## config.mk

```make
export PLATFORM = sky130hd
export DESIGN_NAME = cie_irq_unit
export DESIGN_NICKNAME = d
export VERILOG_FILES = /design/src/cie_pkg.sv /design/src/cie_irq_unit.sv
export SDC_FILE = /design/constraint.sdc
export NUM_CORES = 1
export LEC_CHECK = 0
export BUFFER_PORTS_ARGS = -buffer_cell sky130_fd_sc_hd__buf_2
export CAP_MARGIN = 20
export CORE_MARGIN = 3
export CORE_UTILIZATION = 40
export DETAILED_ROUTE_END_ITERATION = 12
export PLACE_DENSITY = 0.69
export SYNTH_ARGS = -nofsm -noshare
export SYNTH_HDL_FRONTEND = slang
export SYNTH_SLANG_ARGS = --single-unit
```

## constraint.sdc

```tcl
create_clock -name I_REF_CLK -period 3.09 [get_ports I_REF_CLK]
set_input_delay 0.1545 -clock I_REF_CLK [delete_from_list [all_inputs] [get_ports I_REF_CLK]]
set_output_delay 0.1545 -clock I_REF_CLK [all_outputs]
set_load 0.1 [all_outputs]
```

## src/cie_pkg.sv

```systemverilog
// Package for the CPU interrupt entry and exit block: constants and carriers
// Summary of operation
// - Take interrupt only if source and global enabled
// - Vectors sit at lowest addresses, reset separate
// - Lowest vector wins; reset first, then ext0
// - Vector select bit moves vectors to boot
// - Boot reset fuse starts execution at boot
// - Boot lock bits suppress interrupts by counter
// - Entry clears global enable bit
// - Global enable inside handler allows nesting
// - Return: four cycles, pop two bytes, set enable
// - Entry clears flag of flag-type source
// - Writing one clears flag; zero keeps it
// - Disabled source still sets and holds flag
// - Pending flags served by priority when enabled
// - Level sources request only while condition present
// - One instruction runs after return before service
// - Status register not saved nor restored
// - Clear-enable instruction blocks same-cycle interrupts
// - Next instruction runs after set-enable first
// - Entry takes four cycles, pushes counter
// - Multi-cycle instruction finishes before service
// - Wake from sleep adds four entry cycles
// - Program counter 13 bits, 8K word memory
// - Push on entry lowers stack pointer by two
package cie_pkg;

    // ----------------------------------------
    // Sizes
    // ----------------------------------------
    localparam int PC_W = 13;           // Word address width, 8K x 16
    localparam int SP_W = 16;           // Stack pointer width
    localparam int NUM_SRC = 8;         // Interrupt sources handled

    // ----------------------------------------
    // Vector layout and timing
    // ----------------------------------------
    localparam logic [PC_W-1:0] RESET_VEC = 13'h0000;   // Reset vector
    localparam logic [PC_W-1:0] VEC_BASE = 13'h0002;    // First interrupt vector
    localparam int VEC_STEP = 2;                        // Words per vector slot
    localparam logic [SP_W-1:0] SP_RESET = 16'h0000;    // Stack pointer reset value
    localparam logic [SP_W-1:0] SP_STEP = 16'h0002;     // Return address bytes
    localparam logic [2:0] ENTRY_CYC = 3'h4;            // Entry cycles
    localparam logic [2:0] RETURN_FROM_INTERRUPT_CYC = 3'h4;             // Return cycles
    localparam logic [2:0] WAKE_EXTRA = 3'h4;           // Extra entry cycles after sleep

    // ----------------------------------------
    // Carriers
    // ----------------------------------------
    // Stack write request toward the data memory
    typedef struct packed {
        logic             valid;        // One-cycle write strobe
        logic [SP_W-1:0]  addr;         // Byte address
        logic [7:0]       data;         // Byte to push
    } cie_push_s;

    // Instruction pipeline status from the core
    typedef struct packed {
        logic             boundary;     // Current instruction completes this cycle
        logic             sei;          // Set-enable completes
        logic             cli;          // Clear-enable completes
        logic             return_from_interrupt;         // Return instruction starts
        logic             sleeping;     // Core is in sleep
    } cie_core_s;

endpackage

```

## src/cie_irq_unit.sv

```systemverilog
// Interrupt entry and exit sequencer with source arbitration
`timescale 1ns/1ps
`default_nettype none
module cie_irq_unit #(
    parameter int NSRC = cie_pkg::NUM_SRC
) (
    // Clock and reset
    input wire logic I_REF_CLK,
    input wire logic I_RST_B,
    // Peripheral sources
    input wire logic [NSRC-1:0] I_SRC_EVENT,        // Condition pulse or level, async
    input wire logic [NSRC-1:0] I_SRC_IS_LEVEL,     // Source type, static
    input wire logic [NSRC-1:0] I_SRC_ENABLE,       // Individual enables
    input wire logic [NSRC-1:0] I_FLAG_CLR_WR,      // Software write strobe of ones
    output logic [NSRC-1:0] O_FLAGS,                // Pending flags
    // Control bits
    input wire logic I_VECTOR_SELECT_BOOT,
    input wire logic I_BOOT_RESET_VECTOR_FUSE,
    input wire logic I_BOOT_LOCK_APP_BITS,
    input wire logic I_BOOT_LOCK_BOOT_BITS,
    input wire logic [cie_pkg::PC_W-1:0] I_BOOT_START,
    input wire logic I_GIE_WR,                      // Software write of global enable
    input wire logic I_GIE_WR_VAL,
    output logic O_GIE,
    // Core pipeline
    input wire cie_pkg::cie_core_s I_CORE,
    input wire logic [cie_pkg::PC_W-1:0] I_PC,      // Next program counter to resume
    input wire logic [7:0] I_POP_DATA,              // Stack byte read at O_SP+1
    input wire logic [cie_pkg::SP_W-1:0] I_SP_WR_VAL,
    input wire logic I_SP_WR,
    output cie_pkg::cie_push_s O_PUSH,
    output logic [cie_pkg::SP_W-1:0] O_SP,
    output logic O_STALL,                           // Core holds while high
    output logic O_PC_LOAD,                         // One-cycle load of O_PC_VAL
    output logic [cie_pkg::PC_W-1:0] O_PC_VAL
);
    import cie_pkg::*;

    // ----------------------------------------
    // Declarations
    // ----------------------------------------
    typedef enum logic [1:0] {
        ST_RUN   = 2'b00,   // Executing program
        ST_ENTRY = 2'b01,   // Pushing return address
        ST_RETURN_FROM_INTERRUPT  = 2'b10    // Popping return address
    } cie_state_e;

    cie_state_e state_reg;
    logic [NSRC-1:0] ev_meta_reg;       // First synchroniser stage
    logic [NSRC-1:0] ev_sync_reg;       // Second stage
    logic [NSRC-1:0] ev_last_reg;       // For edge detect of flag sources
    logic [NSRC-1:0] flag_reg;
    logic gie_reg;
    logic hold_one_reg;                 // One instruction must run first
    logic [3:0] cnt_reg;                // Four bits so a wake entry can count eight
    logic [SP_W-1:0] sp_reg;
    logic [PC_W-1:0] ret_pc_reg;
    logic [$clog2(NSRC)-1:0] sel_reg;
    logic started_reg;                  // First cycle after reset done
    logic [NSRC-1:0] req;
    logic [NSRC-1:0] pend;
    logic [$clog2(NSRC)-1:0] win;
    logic any_req;
    logic in_boot;
    logic lock_block;
    logic take;

    // Lowest index is lowest vector address
    function automatic logic [$clog2(NSRC)-1:0] pick_lowest(input logic [NSRC-1:0] v);
        logic [$clog2(NSRC)-1:0] r;
        r = '0;
        for (int i = NSRC - 1; i >= 0; i--) begin
            if (v[i]) begin
                r = i[$clog2(NSRC)-1:0];
            end
        end
        return r;
    endfunction

    // Vector address of a source, boot or low area
    function automatic logic [PC_W-1:0] vec_addr(input logic [$clog2(NSRC)-1:0] s, input logic boot,
                                                 input logic [PC_W-1:0] base);
        logic [PC_W-1:0] off;
        off = VEC_BASE + PC_W'(s) * PC_W'(VEC_STEP);
        return boot ? base + off : off;
    endfunction

    // ----------------------------------------
    // Input synchroniser
    // ----------------------------------------
    // Sources may toggle on other clocks; two stages before any use
    always_ff @(posedge I_REF_CLK) begin
        if (!I_RST_B) begin
            ev_meta_reg <= '0;
            ev_sync_reg <= '0;
            ev_last_reg <= '0;
        end else begin
            ev_meta_reg <= I_SRC_EVENT;
            ev_sync_reg <= ev_meta_reg;
            ev_last_reg <= ev_sync_reg;
        end
    end

    // ----------------------------------------
    // Arbitration
    // ----------------------------------------
    always_comb begin
        // Level sources have no flag and request only while present
        pend = (flag_reg & ~I_SRC_IS_LEVEL) | (ev_sync_reg & I_SRC_IS_LEVEL);
        req = pend & I_SRC_ENABLE;
        any_req = |req;
        win = pick_lowest(req);
        in_boot = (I_PC >= I_BOOT_START);
        // Boot lock: application lock masks while in app code, boot lock masks in boot code
        lock_block = (I_BOOT_LOCK_APP_BITS && !in_boot) || (I_BOOT_LOCK_BOOT_BITS && in_boot);
        // Clear-enable in this cycle blocks same-cycle take; set-enable needs one more instruction
        take = (state_reg == ST_RUN) && gie_reg && any_req && !lock_block
               && I_CORE.boundary && !I_CORE.cli && !hold_one_reg
               && !I_CORE.return_from_interrupt && started_reg;
    end

    // ----------------------------------------
    // Flags
    // ----------------------------------------
    // New event wins over a software clear in the same cycle
    always_ff @(posedge I_REF_CLK) begin
        if (!I_RST_B) begin
            flag_reg <= '0;
        end else begin
            for (int i = 0; i < NSRC; i++) begin
                if (ev_sync_reg[i] && !ev_last_reg[i] && !I_SRC_IS_LEVEL[i]) begin
                    flag_reg[i] <= 1'b1;
                end else if (I_FLAG_CLR_WR[i]) begin
                    flag_reg[i] <= 1'b0;
                end else if (take && win == i[$clog2(NSRC)-1:0]) begin
                    flag_reg[i] <= 1'b0;
                end
            end
        end
    end

    // ----------------------------------------
    // Global enable
    // ----------------------------------------
    // Only the enable bit lives here; other status bits are untouched
    always_ff @(posedge I_REF_CLK) begin
        if (!I_RST_B) begin
            gie_reg <= 1'b0;
        end else if (take) begin
            gie_reg <= 1'b0;
        end else if (state_reg == ST_RETURN_FROM_INTERRUPT && cnt_reg == 4'h1) begin
            gie_reg <= 1'b1;
        end else if (I_CORE.cli) begin
            gie_reg <= 1'b0;
        end else if (I_CORE.sei) begin
            gie_reg <= 1'b1;
        end else if (I_GIE_WR) begin
            gie_reg <= I_GIE_WR_VAL;
        end
    end

    // ----------------------------------------
    // One-instruction hold after return or set-enable
    // ----------------------------------------
    always_ff @(posedge I_REF_CLK) begin
        if (!I_RST_B) begin
            hold_one_reg <= 1'b0;
        end else if ((state_reg == ST_RETURN_FROM_INTERRUPT && cnt_reg == 4'h1) || I_CORE.sei) begin
            hold_one_reg <= 1'b1;
        end else if (I_CORE.boundary && state_reg == ST_RUN) begin
            hold_one_reg <= 1'b0;
        end
    end

    // ----------------------------------------
    // Reset start flag
    // ----------------------------------------
    always_ff @(posedge I_REF_CLK) begin
        if (!I_RST_B) begin
            started_reg <= 1'b0;
        end else begin
            started_reg <= 1'b1;
        end
    end

    // ----------------------------------------
    // Sequencer
    // ----------------------------------------
    always_ff @(posedge I_REF_CLK) begin
        if (!I_RST_B) begin
            state_reg <= ST_RUN;
            cnt_reg <= '0;
            sel_reg <= '0;
            ret_pc_reg <= '0;
        end else begin
            unique case (state_reg)
                ST_RUN: begin
                    if (take) begin
                        state_reg <= ST_ENTRY;
                        sel_reg <= win;
                        ret_pc_reg <= I_PC;
                        // Sleep wake costs four extra cycles
                        cnt_reg <= I_CORE.sleeping ? 4'(ENTRY_CYC) + 4'(WAKE_EXTRA) : 4'(ENTRY_CYC);
                    end else if (I_CORE.return_from_interrupt) begin
                        state_reg <= ST_RETURN_FROM_INTERRUPT;
                        cnt_reg <= 4'(RETURN_FROM_INTERRUPT_CYC);
                    end
                end
                ST_ENTRY: begin
                    if (cnt_reg == 4'h1) begin
                        state_reg <= ST_RUN;
                    end
                    cnt_reg <= cnt_reg - 4'h1;
                end
                ST_RETURN_FROM_INTERRUPT: begin
                    if (cnt_reg == 4'h3) begin
                        ret_pc_reg[PC_W-1:8] <= I_POP_DATA[PC_W-9:0];            // High byte first
                    end else if (cnt_reg == 4'h2) begin
                        ret_pc_reg[7:0] <= I_POP_DATA;
                    end
                    if (cnt_reg == 4'h1) begin
                        state_reg <= ST_RUN;
                    end
                    cnt_reg <= cnt_reg - 4'h1;
                end
                default: begin
                    state_reg <= ST_RUN;
                end
            endcase
        end
    end

    // ----------------------------------------
    // Stack pointer and pushes
    // ----------------------------------------
    // Low byte pushed first at SP, high byte at SP-1; stack grows down
    always_ff @(posedge I_REF_CLK) begin
        if (!I_RST_B) begin
            sp_reg <= SP_RESET;
            O_PUSH <= '0;
        end else begin
            O_PUSH <= '0;
            if (state_reg == ST_ENTRY && cnt_reg == 4'h2) begin
                O_PUSH <= '{valid: 1'b1, addr: sp_reg, data: ret_pc_reg[7:0]};
            end else if (state_reg == ST_ENTRY && cnt_reg == 4'h1) begin
                O_PUSH <= '{valid: 1'b1, addr: sp_reg - 16'h0001, data: {3'h0, ret_pc_reg[PC_W-1:8]}};
                sp_reg <= sp_reg - SP_STEP;
            end else if (state_reg == ST_RETURN_FROM_INTERRUPT && cnt_reg == 4'h3) begin
                sp_reg <= sp_reg + 16'h0001;
            end else if (state_reg == ST_RETURN_FROM_INTERRUPT && cnt_reg == 4'h2) begin
                sp_reg <= sp_reg + 16'h0001;
            end else if (I_SP_WR && state_reg == ST_RUN) begin
                sp_reg <= I_SP_WR_VAL;
            end
        end
    end

    // ----------------------------------------
    // Program counter loads
    // ----------------------------------------
    // Reset vector loaded once after reset; vectors relocate with select bit
    always_ff @(posedge I_REF_CLK) begin
        if (!I_RST_B) begin
            O_PC_LOAD <= 1'b0;
            O_PC_VAL <= '0;
        end else begin
            O_PC_LOAD <= 1'b0;
            if (!started_reg) begin
                O_PC_LOAD <= 1'b1;
                O_PC_VAL <= I_BOOT_RESET_VECTOR_FUSE ? I_BOOT_START : RESET_VEC;
            end else if (state_reg == ST_ENTRY && cnt_reg == 4'h1) begin
                O_PC_LOAD <= 1'b1;
                O_PC_VAL <= vec_addr(sel_reg, I_VECTOR_SELECT_BOOT, I_BOOT_START);
            end else if (state_reg == ST_RETURN_FROM_INTERRUPT && cnt_reg == 4'h1) begin
                O_PC_LOAD <= 1'b1;
                O_PC_VAL <= ret_pc_reg;
            end
        end
    end

    // ----------------------------------------
    // Outputs
    // ----------------------------------------
    assign O_FLAGS = flag_reg;
    assign O_GIE = gie_reg;
    assign O_SP = sp_reg;
    assign O_STALL = (state_reg != ST_RUN) || take;

endmodule
`default_nettype wire

```

* After elaboration in Yosys (flattened, before gate mapping)
Cells that the tools add are included. Widths: inputs -> output; s select.
Word-level totals: register bits 112, bits of input ports 96, output and inout port bits 65, logic and storage cells 214
Operators by class: muxes and demuxes 66, order comparisons 1, bitwise gates (word level) 7, $add $sub $neg 6, eq/ne operators 19, reductions and logical operators 90
Operators with widths (count):
- $mux 13 | 6
- $mux 16 | 4
- $mux 25 | 2
- $logic_and 1x1->1 | 41
- $mux 1 | 34
- $pmux 13 s2 | 1
- $and 8x8->8 | 3
- $mux 3 | 8
- $reduce_bool 3->1 | 8
- $logic_not 1->1 | 21
- $add 16x1->16 const B | 1
- $mux 8 | 2
- $sub 16x1->16 const B | 1
- $sub 16x2->16 const B | 1
- $add 13x5->13 | 1
- $ge 13x13->1 | 1
- $eq 3x3->1 const B | 4
- $mux 4 | 3
- $eq 4x2->1 const B | 2
- $not 8->8 | 1
- $or 8x8->8 | 1
- $pmux 4 s2 | 1
- $reduce_and 2->1 | 4
- $reduce_bool 2->1 | 4
- other kinds (23) | 34

* Depth between registers and ports, before layout
Gate-level depths: netlist of the first run.
depth after elaboration 17, depth in mapped cells 11, gate-level depth less buffers 10

* Least setup slack after synthesis of the first run
OpenSTA, ideal clock, no wires.
path type reg2reg, start register flag_reg[7], in the netlist O_FLAGS[7], end register state_reg[1], stages on the path, launching flop included 10, path slack 0.051 ns, arrival time 2.893 ns, buffers on the path 2, clock period less this slack 3.039 ns, setup time 0.147 ns, cell sequence dfxtp_1 > mux2i_1 > a2bb2oi_2 > or3b_4 > o2111ai_4 > or3_1 > buf_4 > buf_6 > nand2_2 > a211oi_2
On the way: cells in the longest elaborated chain, start to end 13, elaborated cells on any way between the ends 15, those cells by class eq/ne: 1; mux: 2; bitwise: 3; reduce/logical: 9
Ends and longest elaborated chain:
- start: declaration | RTL line cie_irq_unit.sv:52 | logic [NSRC-1:0] flag_reg;
- start signal: assignment | RTL line cie_irq_unit.sv:128 | flag_reg <= '0;
- start signal: indexed assignment | RTL line cie_irq_unit.sv:132 | flag_reg[i] <= 1'b1;
- start signal: indexed assignment | RTL line cie_irq_unit.sv:134 | flag_reg[i] <= 1'b0;
- $and 8x8->8 (*) | RTL line cie_irq_unit.sv:109 | pend = (flag_reg & ~I_SRC_IS_LEVEL) | (ev_sync_reg & I_SRC_IS_LEVEL);
- $or 8x8->8 (*) | RTL line cie_irq_unit.sv:109
- $and 8x8->8 (*) | RTL line cie_irq_unit.sv:110 | req = pend & I_SRC_ENABLE;
- $reduce_or 8->1 (*) | RTL line cie_irq_unit.sv:111 | any_req = |req;
- $logic_and 1x1->1 (*) (2 in a row) | RTL line cie_irq_unit.sv:117 | take = (state_reg == ST_RUN) && gie_reg && any_req && !lock_block
- $logic_and 1x1->1 (*) (3 in a row) | RTL line cie_irq_unit.sv:118 | && I_CORE.boundary && !I_CORE.cli && !hold_one_reg
- $logic_and 1x1->1 (*) (2 in a row) | RTL line cie_irq_unit.sv:119 | && !I_CORE.return_from_interrupt && started_reg;
- $mux 2 / $ne 3x3->1 (equally long branches)
- $pmux 2 s2 / $reduce_and 2->1 (equally long branches)
- end signal: assignment | RTL line cie_irq_unit.sv:199 | state_reg <= ST_ENTRY;
- end signal: assignment | RTL line cie_irq_unit.sv:205 | state_reg <= ST_RETURN_FROM_INTERRUPT;
- end signal: assignment | RTL line cie_irq_unit.sv:211 | state_reg <= ST_RUN;
- end: declaration | RTL line cie_irq_unit.sv:48 | cie_state_e state_reg;
Mark *: on every way between the ends. The rest lies on a longest branch, timed or not. A chain may end at the register's enable or synchronous reset.

* Worst setup path in the final report of the first run
start register flag_reg[6], in the netlist O_FLAGS[6], end output port O_STALL
On the way: cells in the longest elaborated chain, start to end 12
Ends and longest elaborated chain:
- $and 8x8->8 | RTL line cie_irq_unit.sv:109
- $or 8x8->8 | RTL line cie_irq_unit.sv:109
- $and 8x8->8 | RTL line cie_irq_unit.sv:110
- $reduce_or 8->1 | RTL line cie_irq_unit.sv:111
- $logic_and 1x1->1 (2 in a row) | RTL line cie_irq_unit.sv:117
- $logic_and 1x1->1 (3 in a row) | RTL line cie_irq_unit.sv:118
- $logic_and 1x1->1 (2 in a row) | RTL line cie_irq_unit.sv:119
- $logic_or 1x1->1 | RTL line cie_irq_unit.sv:287 | assign O_STALL = (state_reg != ST_RUN) || take;
- end: declaration | RTL line cie_irq_unit.sv:33 | output logic O_STALL,
No other way between the ends.

==> qor.csv, run 1 <==
stage;metric;value;unit
run_status;outcome;finished, final reports clean;
logic_synthesis;synthSimpleGateAreaFrac;23.75;%
cells_and_area;finalNonFillerCells;1166;
cts;clockBufferDepth;2;
timing;skew;0.006066;ns
cts;clk_pin_slew;0.08;ns
logic_synthesis;yosysUniqueCellTypes;74;
cells_and_area;fin_util;50.49;%
power;ir_worst_vdd;0.0002688;V
power;power-per-cell-area;472.1;nW/um^2
logic_synthesis;synthFlopType;dfxtp_1;
critical_path;reg2reg_to;O_PUSH[22];
cts;clkSinkCount;112;
worst_hold_path;hold_path.startpoint;I_BOOT_START[6];
critical_path;cp_max_fo;14;
worst_hold_path;hold_path_class;input pin to flip-flop;
floorplanning;design.core.area;15430;sq um
timing;slew_viol_final;0;
timing;setup_viol;0;
global_route;antenna_found_initial;0;
detailed_routing;wl_per_cell;16.16;um
run;max_cap_violations;0;
logic_synthesis;ys_warn_count;0;
cts;worstSkewPairLatency;0.36;ns
logic_synthesis;synthAdderAreaFrac;6.178;%
cts;cts-root-buf;clkbuf_16;
floorplanning;die_w;132.5;um
detailed_routing;drt-pass1-iter-count;5;
cts;cts_tree;done;
global_route;grt_pass1_wl;30.86;mm
cells_and_area;areaGrowthSynthToFinish;21.72;%
timing;timing.fmax;346.2;MHz
detailed_routing;via_per_inst;5.445;
global_route;grt_pass1_vias;6037;
critical_path;r2r_slack;0.37;ns
logic_synthesis;ys_seq_area_share;35.03;%
placed_design;dp_hpwl;14.25;mm
logic_synthesis;avgSynthCellArea;7.960;sq um
placed_design;place.gp.congestion;0.9146;
power;p_comb_share;25.3;%
power;power_leakage;3.497;nW
cts;cts_buffers;9;
global_route;grt_max_degree;75;
power;p_clk_share;31.1;%
cells_and_area;largest_register;O_PUSH;
cells_and_area;regArea;2242;sq um
logic_synthesis;syn_nets;931;
logic_synthesis;async_flop_share;0;%
cells_and_area;nFillCells;1554;
cts;htree_num_levels;3;
cells_and_area;largest_reg_flops;25;
logic_synthesis;synthMuxAreaShare;2.209;%
detailed_routing;drcViolationCount;0;
logic_synthesis;yosysTopAreaCellShare;35.03;%
power;p_int;2.367;mW
timing;fin_crit;2.888;ns
floorplanning;ios;161;
timing;finalHoldViolCount;0;
logic_synthesis;synth_xor_area_share;3.421;%
logic_synthesis;synth_cells;804;
detailed_routing;antenna_left;0;
worst_hold_path;hold_depth;3;
power;p_switching;1.311;mW
logic_synthesis;synth.area.top_cells;dfxtp_1, ha_1, nand2_1;
logic_synthesis;synth_seq_cells;112;
critical_path;crit_required;2.94;ns
cells_and_area;nets;1077;
floorplanning;start_util;41.48;%
placed_design;placed_cells_incl_taps;1140;
global_route;grt_overflow;0;
logic_synthesis;synth.cell_area;6400;sq um
detailed_routing;vias;6349;
placed_design;io_buffers;160;
critical_path;endpoint_kind;output pin;
critical_path;startpoint_type;flip-flop;
floorplanning;die_h;132.5;um
cells_and_area;multiInputGateArea;3820;sq um
timing;finalCritPeriodShare;93.47;%
timing;worst_pin_slew;0.8090;ns
logic_synthesis;synth_commonest_cells;dfxtp_1, nand2_1, nor2_1, o21ai_0, a21oi_1;
logic_synthesis;synth_top_family_by_area;compound AO/OA/AOI/OAI gates;
critical_path;crit_type;flip-flop to output pin;
detailed_routing;drtIter0Drc;608;
global_route;grt_usage;21.42;%
logic_synthesis;synth_compound_area_share;24.03;%
worst_hold_path;holdPathEnd;O_PC_VAL[6];
detailed_routing;wl;18.85;mm
critical_path;reg2reg_from;cnt_reg[0];
floorplanning;dieArea;17550;sq um
critical_path;r2r_cells;9;
timing;relSlewSlack;45.95;%
power;switching_share;35.64;%
timing;fin_setup_tns;0;ns
logic_synthesis;synth.most_common_cell;dfxtp_1;
power;seqPwrFrac;43.6;%
timing;rsz0062_at_grt;no;
logic_synthesis;synth_edf_count;0;
floorplanning;rows;45;
critical_path;arrival;2.73;ns
power;finalPower;3.677;mW
cells_and_area;insertedDiodeCount;0;
cells_and_area;layout-drive-gt1-share;22.62;%
logic_synthesis;synth_area_leader_cell;dfxtp_1;
==> worst max-delay path by stage <==
stage                     cells after the start        from  slack, ns           end
after floorplan                               9  O_FLAGS[7]       0.05  state_reg[1]
after CTS                                     8  O_FLAGS[6]       0.20       O_STALL
final                                         8  O_FLAGS[6]       0.20       O_STALL
after global placement                        9  cnt_reg[0]       0.44    O_PUSH[22]
after global routing                          8  O_FLAGS[6]       0.06       O_STALL
after detailed placement                      9  cnt_reg[0]       0.41    O_PUSH[22]
==> metrics by stage <==
step	hold WS [ns]	setup WS, ns	area, sq um
2_1_floorplan	0.1822	0.05050	6400
3_3_place_gp	0.3543	0.4442	7410
3_5_place_dp	0.3513	0.4118	7410
4_1_cts	0.06188	0.1985	7790
5_1_grt	0.07787	0.06350	7790
6_report	0.07587	0.2019	7790
==> worst max-delay path, cell delays in order (launching register included) <==
cell       delay (ns)
dfxtp_1          0.33
mux2_4           0.28
a2bb2oi_2        0.16
or3b_4           0.43
o2111ai_4        0.25
or3_1            0.45
buf_12           0.20
nand2_2          0.09
buf_12           0.18
==> power by group through the flow <==
stage,registers (mW),logic (mW),clock network [mW]
4_1_cts,1.60,0.929,1.18
3_3_place_gp,1.63,0.912,0
5_1_grt,1.61,1.02,1.22
2_1_floorplan,1.82,0.483,0
3_5_place_dp,1.63,0.916,0
6_report,1.60,0.932,1.14
==> cell usage in the layout (no fill, tap or decap), types with 11 or more instances in the layout <==
master	synthesis	routed
xnor2_1	13	13
ha_1	30	30
nand2_1	93	93
o211ai_1	14	14
dfxtp_1	112	112
a211oi_1	21	21
o21ai_0	56	56
a21oi_1	43	43
nor2_1	73	73
buf_4	1	17
nor2b_1	11	11
nor3_1	19	19
buf_2	4	159
xor2_1	12	12
inv_1	32	32
nand3_1	23	23
a31oi_1	14	14
a21o_1	16	16
and2_1	27	27
and3_1	15	15
==> area by class of cell <==
type / count / share of cell area, %
tap: 211 / 3.389
multi-input combinational: 607 / 49.04
clock buffer: 10 / 2.939
inverter: 32 / 1.542
sequential: 112 / 28.78
timing repair buffer: 188 / 13.65
clock inverter: 6 / 0.6585
==> layer usage <==
metal	vias to the layer above	GRT usage, %	wire (um)
li1	3163	-	-
met1	2915	29.13	8608
met2	244	34.32	8673
met3	27	4.183	1215
met4	0	6.928	350
met5	-	0	0
==> cells by family (layout without fill, tap and decap cells) <==
logic type,after synthesis,after routing
adders and majority gates,31,31
AOI/OAI and AO/OA,229,229
muxes,13,13
DFF,112,112
xor gates and xnor gates,25,25
and+or+nand+nor,309,309
buffers and inverters,85,236
==> repair_timing <==
item | in CTS | in global routing
hold endpoints to repair | 10 | 0
resized for setup | 0 | 0
buffers inserted | 0 | 0
hold buffers | 10 | 0
(Power assumes the default switching activity.)
==> inputs of run 2 (changes only) <==
- REMOVE_ABC_BUFFERS: default -> 1
==> run 2 against run 1 <==
Compared with the run above: die area unchanged; clock skew up 0.0043 ns; combinational power hardly changed; total power is 0.18% higher; hold slack got worse by 0.034 ns; count of clock-buffer cells in the layout rose by 2; flip-flop and latch count did not move; clock power barely moved; setup slack better by 0.10 ns; utilization about the same; fmax increased by 3.7%; largest cell class unchanged.
==> qor.csv, run 2 (synthesized netlist as in run 1, its figures left out) <==
stage;metric;value;unit;change
run_status;outcome;finished, final reports clean;;
detailed_routing;wl_per_cell;16.03;um;-0.86%
cts;clockBufferDepth;2;;unchanged
detailed_routing;drcViolationCount;0;;unchanged
global_route;grt_overflow;0;;unchanged
placed_design;dp_hpwl;13.76;mm;-3.5%
detailed_routing;antenna_left;0;;unchanged
critical_path;crit_type;flip-flop to output pin;;
placed_design;placed_cells_incl_taps;1141;;+0.088%
timing;fin_hold_ws;0.04148;ns;-0.03439 ns
critical_path;slowest_delay;0.62;ns;+0.17 ns
power;finalPower;3.684;mW;+0.18%
timing;rsz0062_at_grt;no;;
global_route;grt_pass1_wl;30.13;mm;-2.3%
critical_path;cpMaxStageDelayCell;or3_1;;
global_route;grt_usage;20.89;%;-0.53 points
detailed_routing;vias;6358;;+0.14%
floorplanning;die_h;132.5;um;unchanged
timing;fin_crit;2.785;ns;-0.1035 ns
power;power-per-cell-area;473.1;nW/um^2;+0.21%
critical_path;cp_max_fo;13;;-1
floorplanning;ios;161;;unchanged
power;ir_worst_vdd;0.0002941;V;+9.4%
cts;worstSkewPairLatency;0.35;ns;about the same
cts;clkSinkCount;112;;unchanged
floorplanning;start_util;41.48;%;unchanged
floorplanning;design.core.area;15430;sq um;unchanged
power;power_leakage;3.505;nW;+0.24%
detailed_routing;via_per_inst;5.458;;+0.23%
critical_path;arrival;2.63;ns;-0.10 ns
cells_and_area;layout-drive-gt1-share;22.43;%;-0.19 points
placed_design;place.gp.congestion;0.9105;;-0.45%
cts;clk_pin_slew;0.07;ns;about the same
timing;timing.fmax;359.1;MHz;+3.7%
global_route;grt_pass1_vias;6029;;-0.13%
cts;cts-root-buf;clkbuf_16;;
timing;setup_viol;0;;unchanged
global_route;grt_max_degree;75;;unchanged
worst_hold_path;hold_path_class;input pin to flip-flop;;
cells_and_area;nets;1077;;unchanged
cells_and_area;fin_util;50.48;%;about the same
run;max_cap_violations;0;;unchanged
cts;cts_buffers;9;;unchanged
global_route;antenna_found_initial;0;;unchanged
timing;finalHoldViolCount;0;;unchanged
cts;postCtsResizedCells;0;;unchanged
timing;slew_viol_final;0;;unchanged
critical_path;crit_required;2.94;ns;about the same
detailed_routing;drt-pass1-iter-count;5;;unchanged
timing;relSlewSlack;35.38;%;-11 points
detailed_routing;wl;18.67;mm;-0.94%
detailed_routing;drtIter0Drc;544;;-11%
floorplanning;rows;45;;unchanged
cells_and_area;largest_reg_flops;25;;unchanged
cells_and_area;areaGrowthSynthToFinish;21.68;%;about the same
critical_path;path_buf_inv;2;;unchanged
critical_path;endpoint_kind;output pin;;
cts;post_cts_buffers;0;;unchanged
cts;htree_num_levels;3;;unchanged
timing;finalCritPeriodShare;90.12;%;-3.3 points
cells_and_area;insertedDiodeCount;0;;unchanged
placed_design;io_buffers;160;;unchanged
cells_and_area;mostFrequentLayoutCells;buf_2, dfxtp_1, nand2_1;;
timing;skew;0.01032;ns;+0.004254 ns
cells_and_area;largest_register;O_PUSH;;
critical_path;startpoint_type;flip-flop;;
cells_and_area;final_common_cell;buf_2;;
critical_path;critical_path.top_delay_family;simple AND/OR/NAND/NOR gates;;
cts;holdBufCountCts;9;;-1
cells_and_area;nFillCells;1553;;-0.064%
floorplanning;die_w;132.5;um;unchanged
critical_path;cp_cell_sequence;inv_1, ha_1, nor2b_1, o2111ai_4, or3_1, nand2_2, buf_12;;
timing;fin_setup_tns;0;ns;unchanged
timing;worst_pin_slew;0.9674;ns;+0.1583 ns
cells_and_area;finalNonFillerCells;1165;;-0.086%
floorplanning;dieArea;17550;sq um;unchanged
cts;cts_tree;done;;
-- run 2: cell count changes in the layout (fill, tap and decap cells not counted) --
cell,change
clkinvlp_4,-3
bufinv_16,+1
clkinv_2,+1
inv_6,-2
inv_8,-1
clkinv_4,+1
clkbuf_1,+2
dlygate4sd3_1,-1
buf_4,+1
-- run 2: layout make-up --
type | instances | area [sq um] | share of cell area, %
multi-input combinational | 607 | 3820 | 49.05
sequential | 112 | 2242 | 28.79
timing repair buffer | 188 | 1061 | 13.62
tap | 211 | 264.0 | 3.390
clock buffer | 12 | 236.5 | 3.037
inverter | 32 | 120.1 | 1.542
clock inverter | 3 | 43.79 | 0.5623
-- run 2: where the power goes --
| part | internal [mW] | switching (mW) | leakage, nW |
|---|---|---|---|
| clock network | 0.627 | 0.529 | 0.137 |
| logic | 0.298 | 0.631 | 2.45 |
| registers | 1.51 | 0.0913 | 0.915 |
| total | 2.43 | 1.25 | 3.50 |
-- run 2: worst paths after layout --
kind,startpoint,end,slack (ns),depth (start not counted)
min,I_SRC_EVENT[5],ev_meta_reg[5],0.04,2
max,state_reg[0],O_STALL,0.31,7
max reg2reg,cnt_reg[0],O_PUSH[22],0.45,9
min reg2reg,ev_meta_reg[6],ev_sync_reg[6],0.44,1
-- run 2: metrics by stage --
stage	setup slack (ns)	area [sq um]
2_1_floorplan	-0.08923	6176
3_3_place_gp	0.4912	7417
3_5_place_dp	0.4576	7417
4_1_cts	0.2954	7787
5_1_grt	0.1338	7787
6_report	0.3054	7787
-- run 2: layer usage --
metal / part of all wire [%] / vias to the layer above / global-route usage (%)
met1: 45 / 2948 / 27.66
met4: 1.0 / 0 / 4.619
met2: 48 / 236 / 35.08
met5: 0 / - / 0
li1: - / 3156 / -
met3: 6.1 / 18 / 4.525
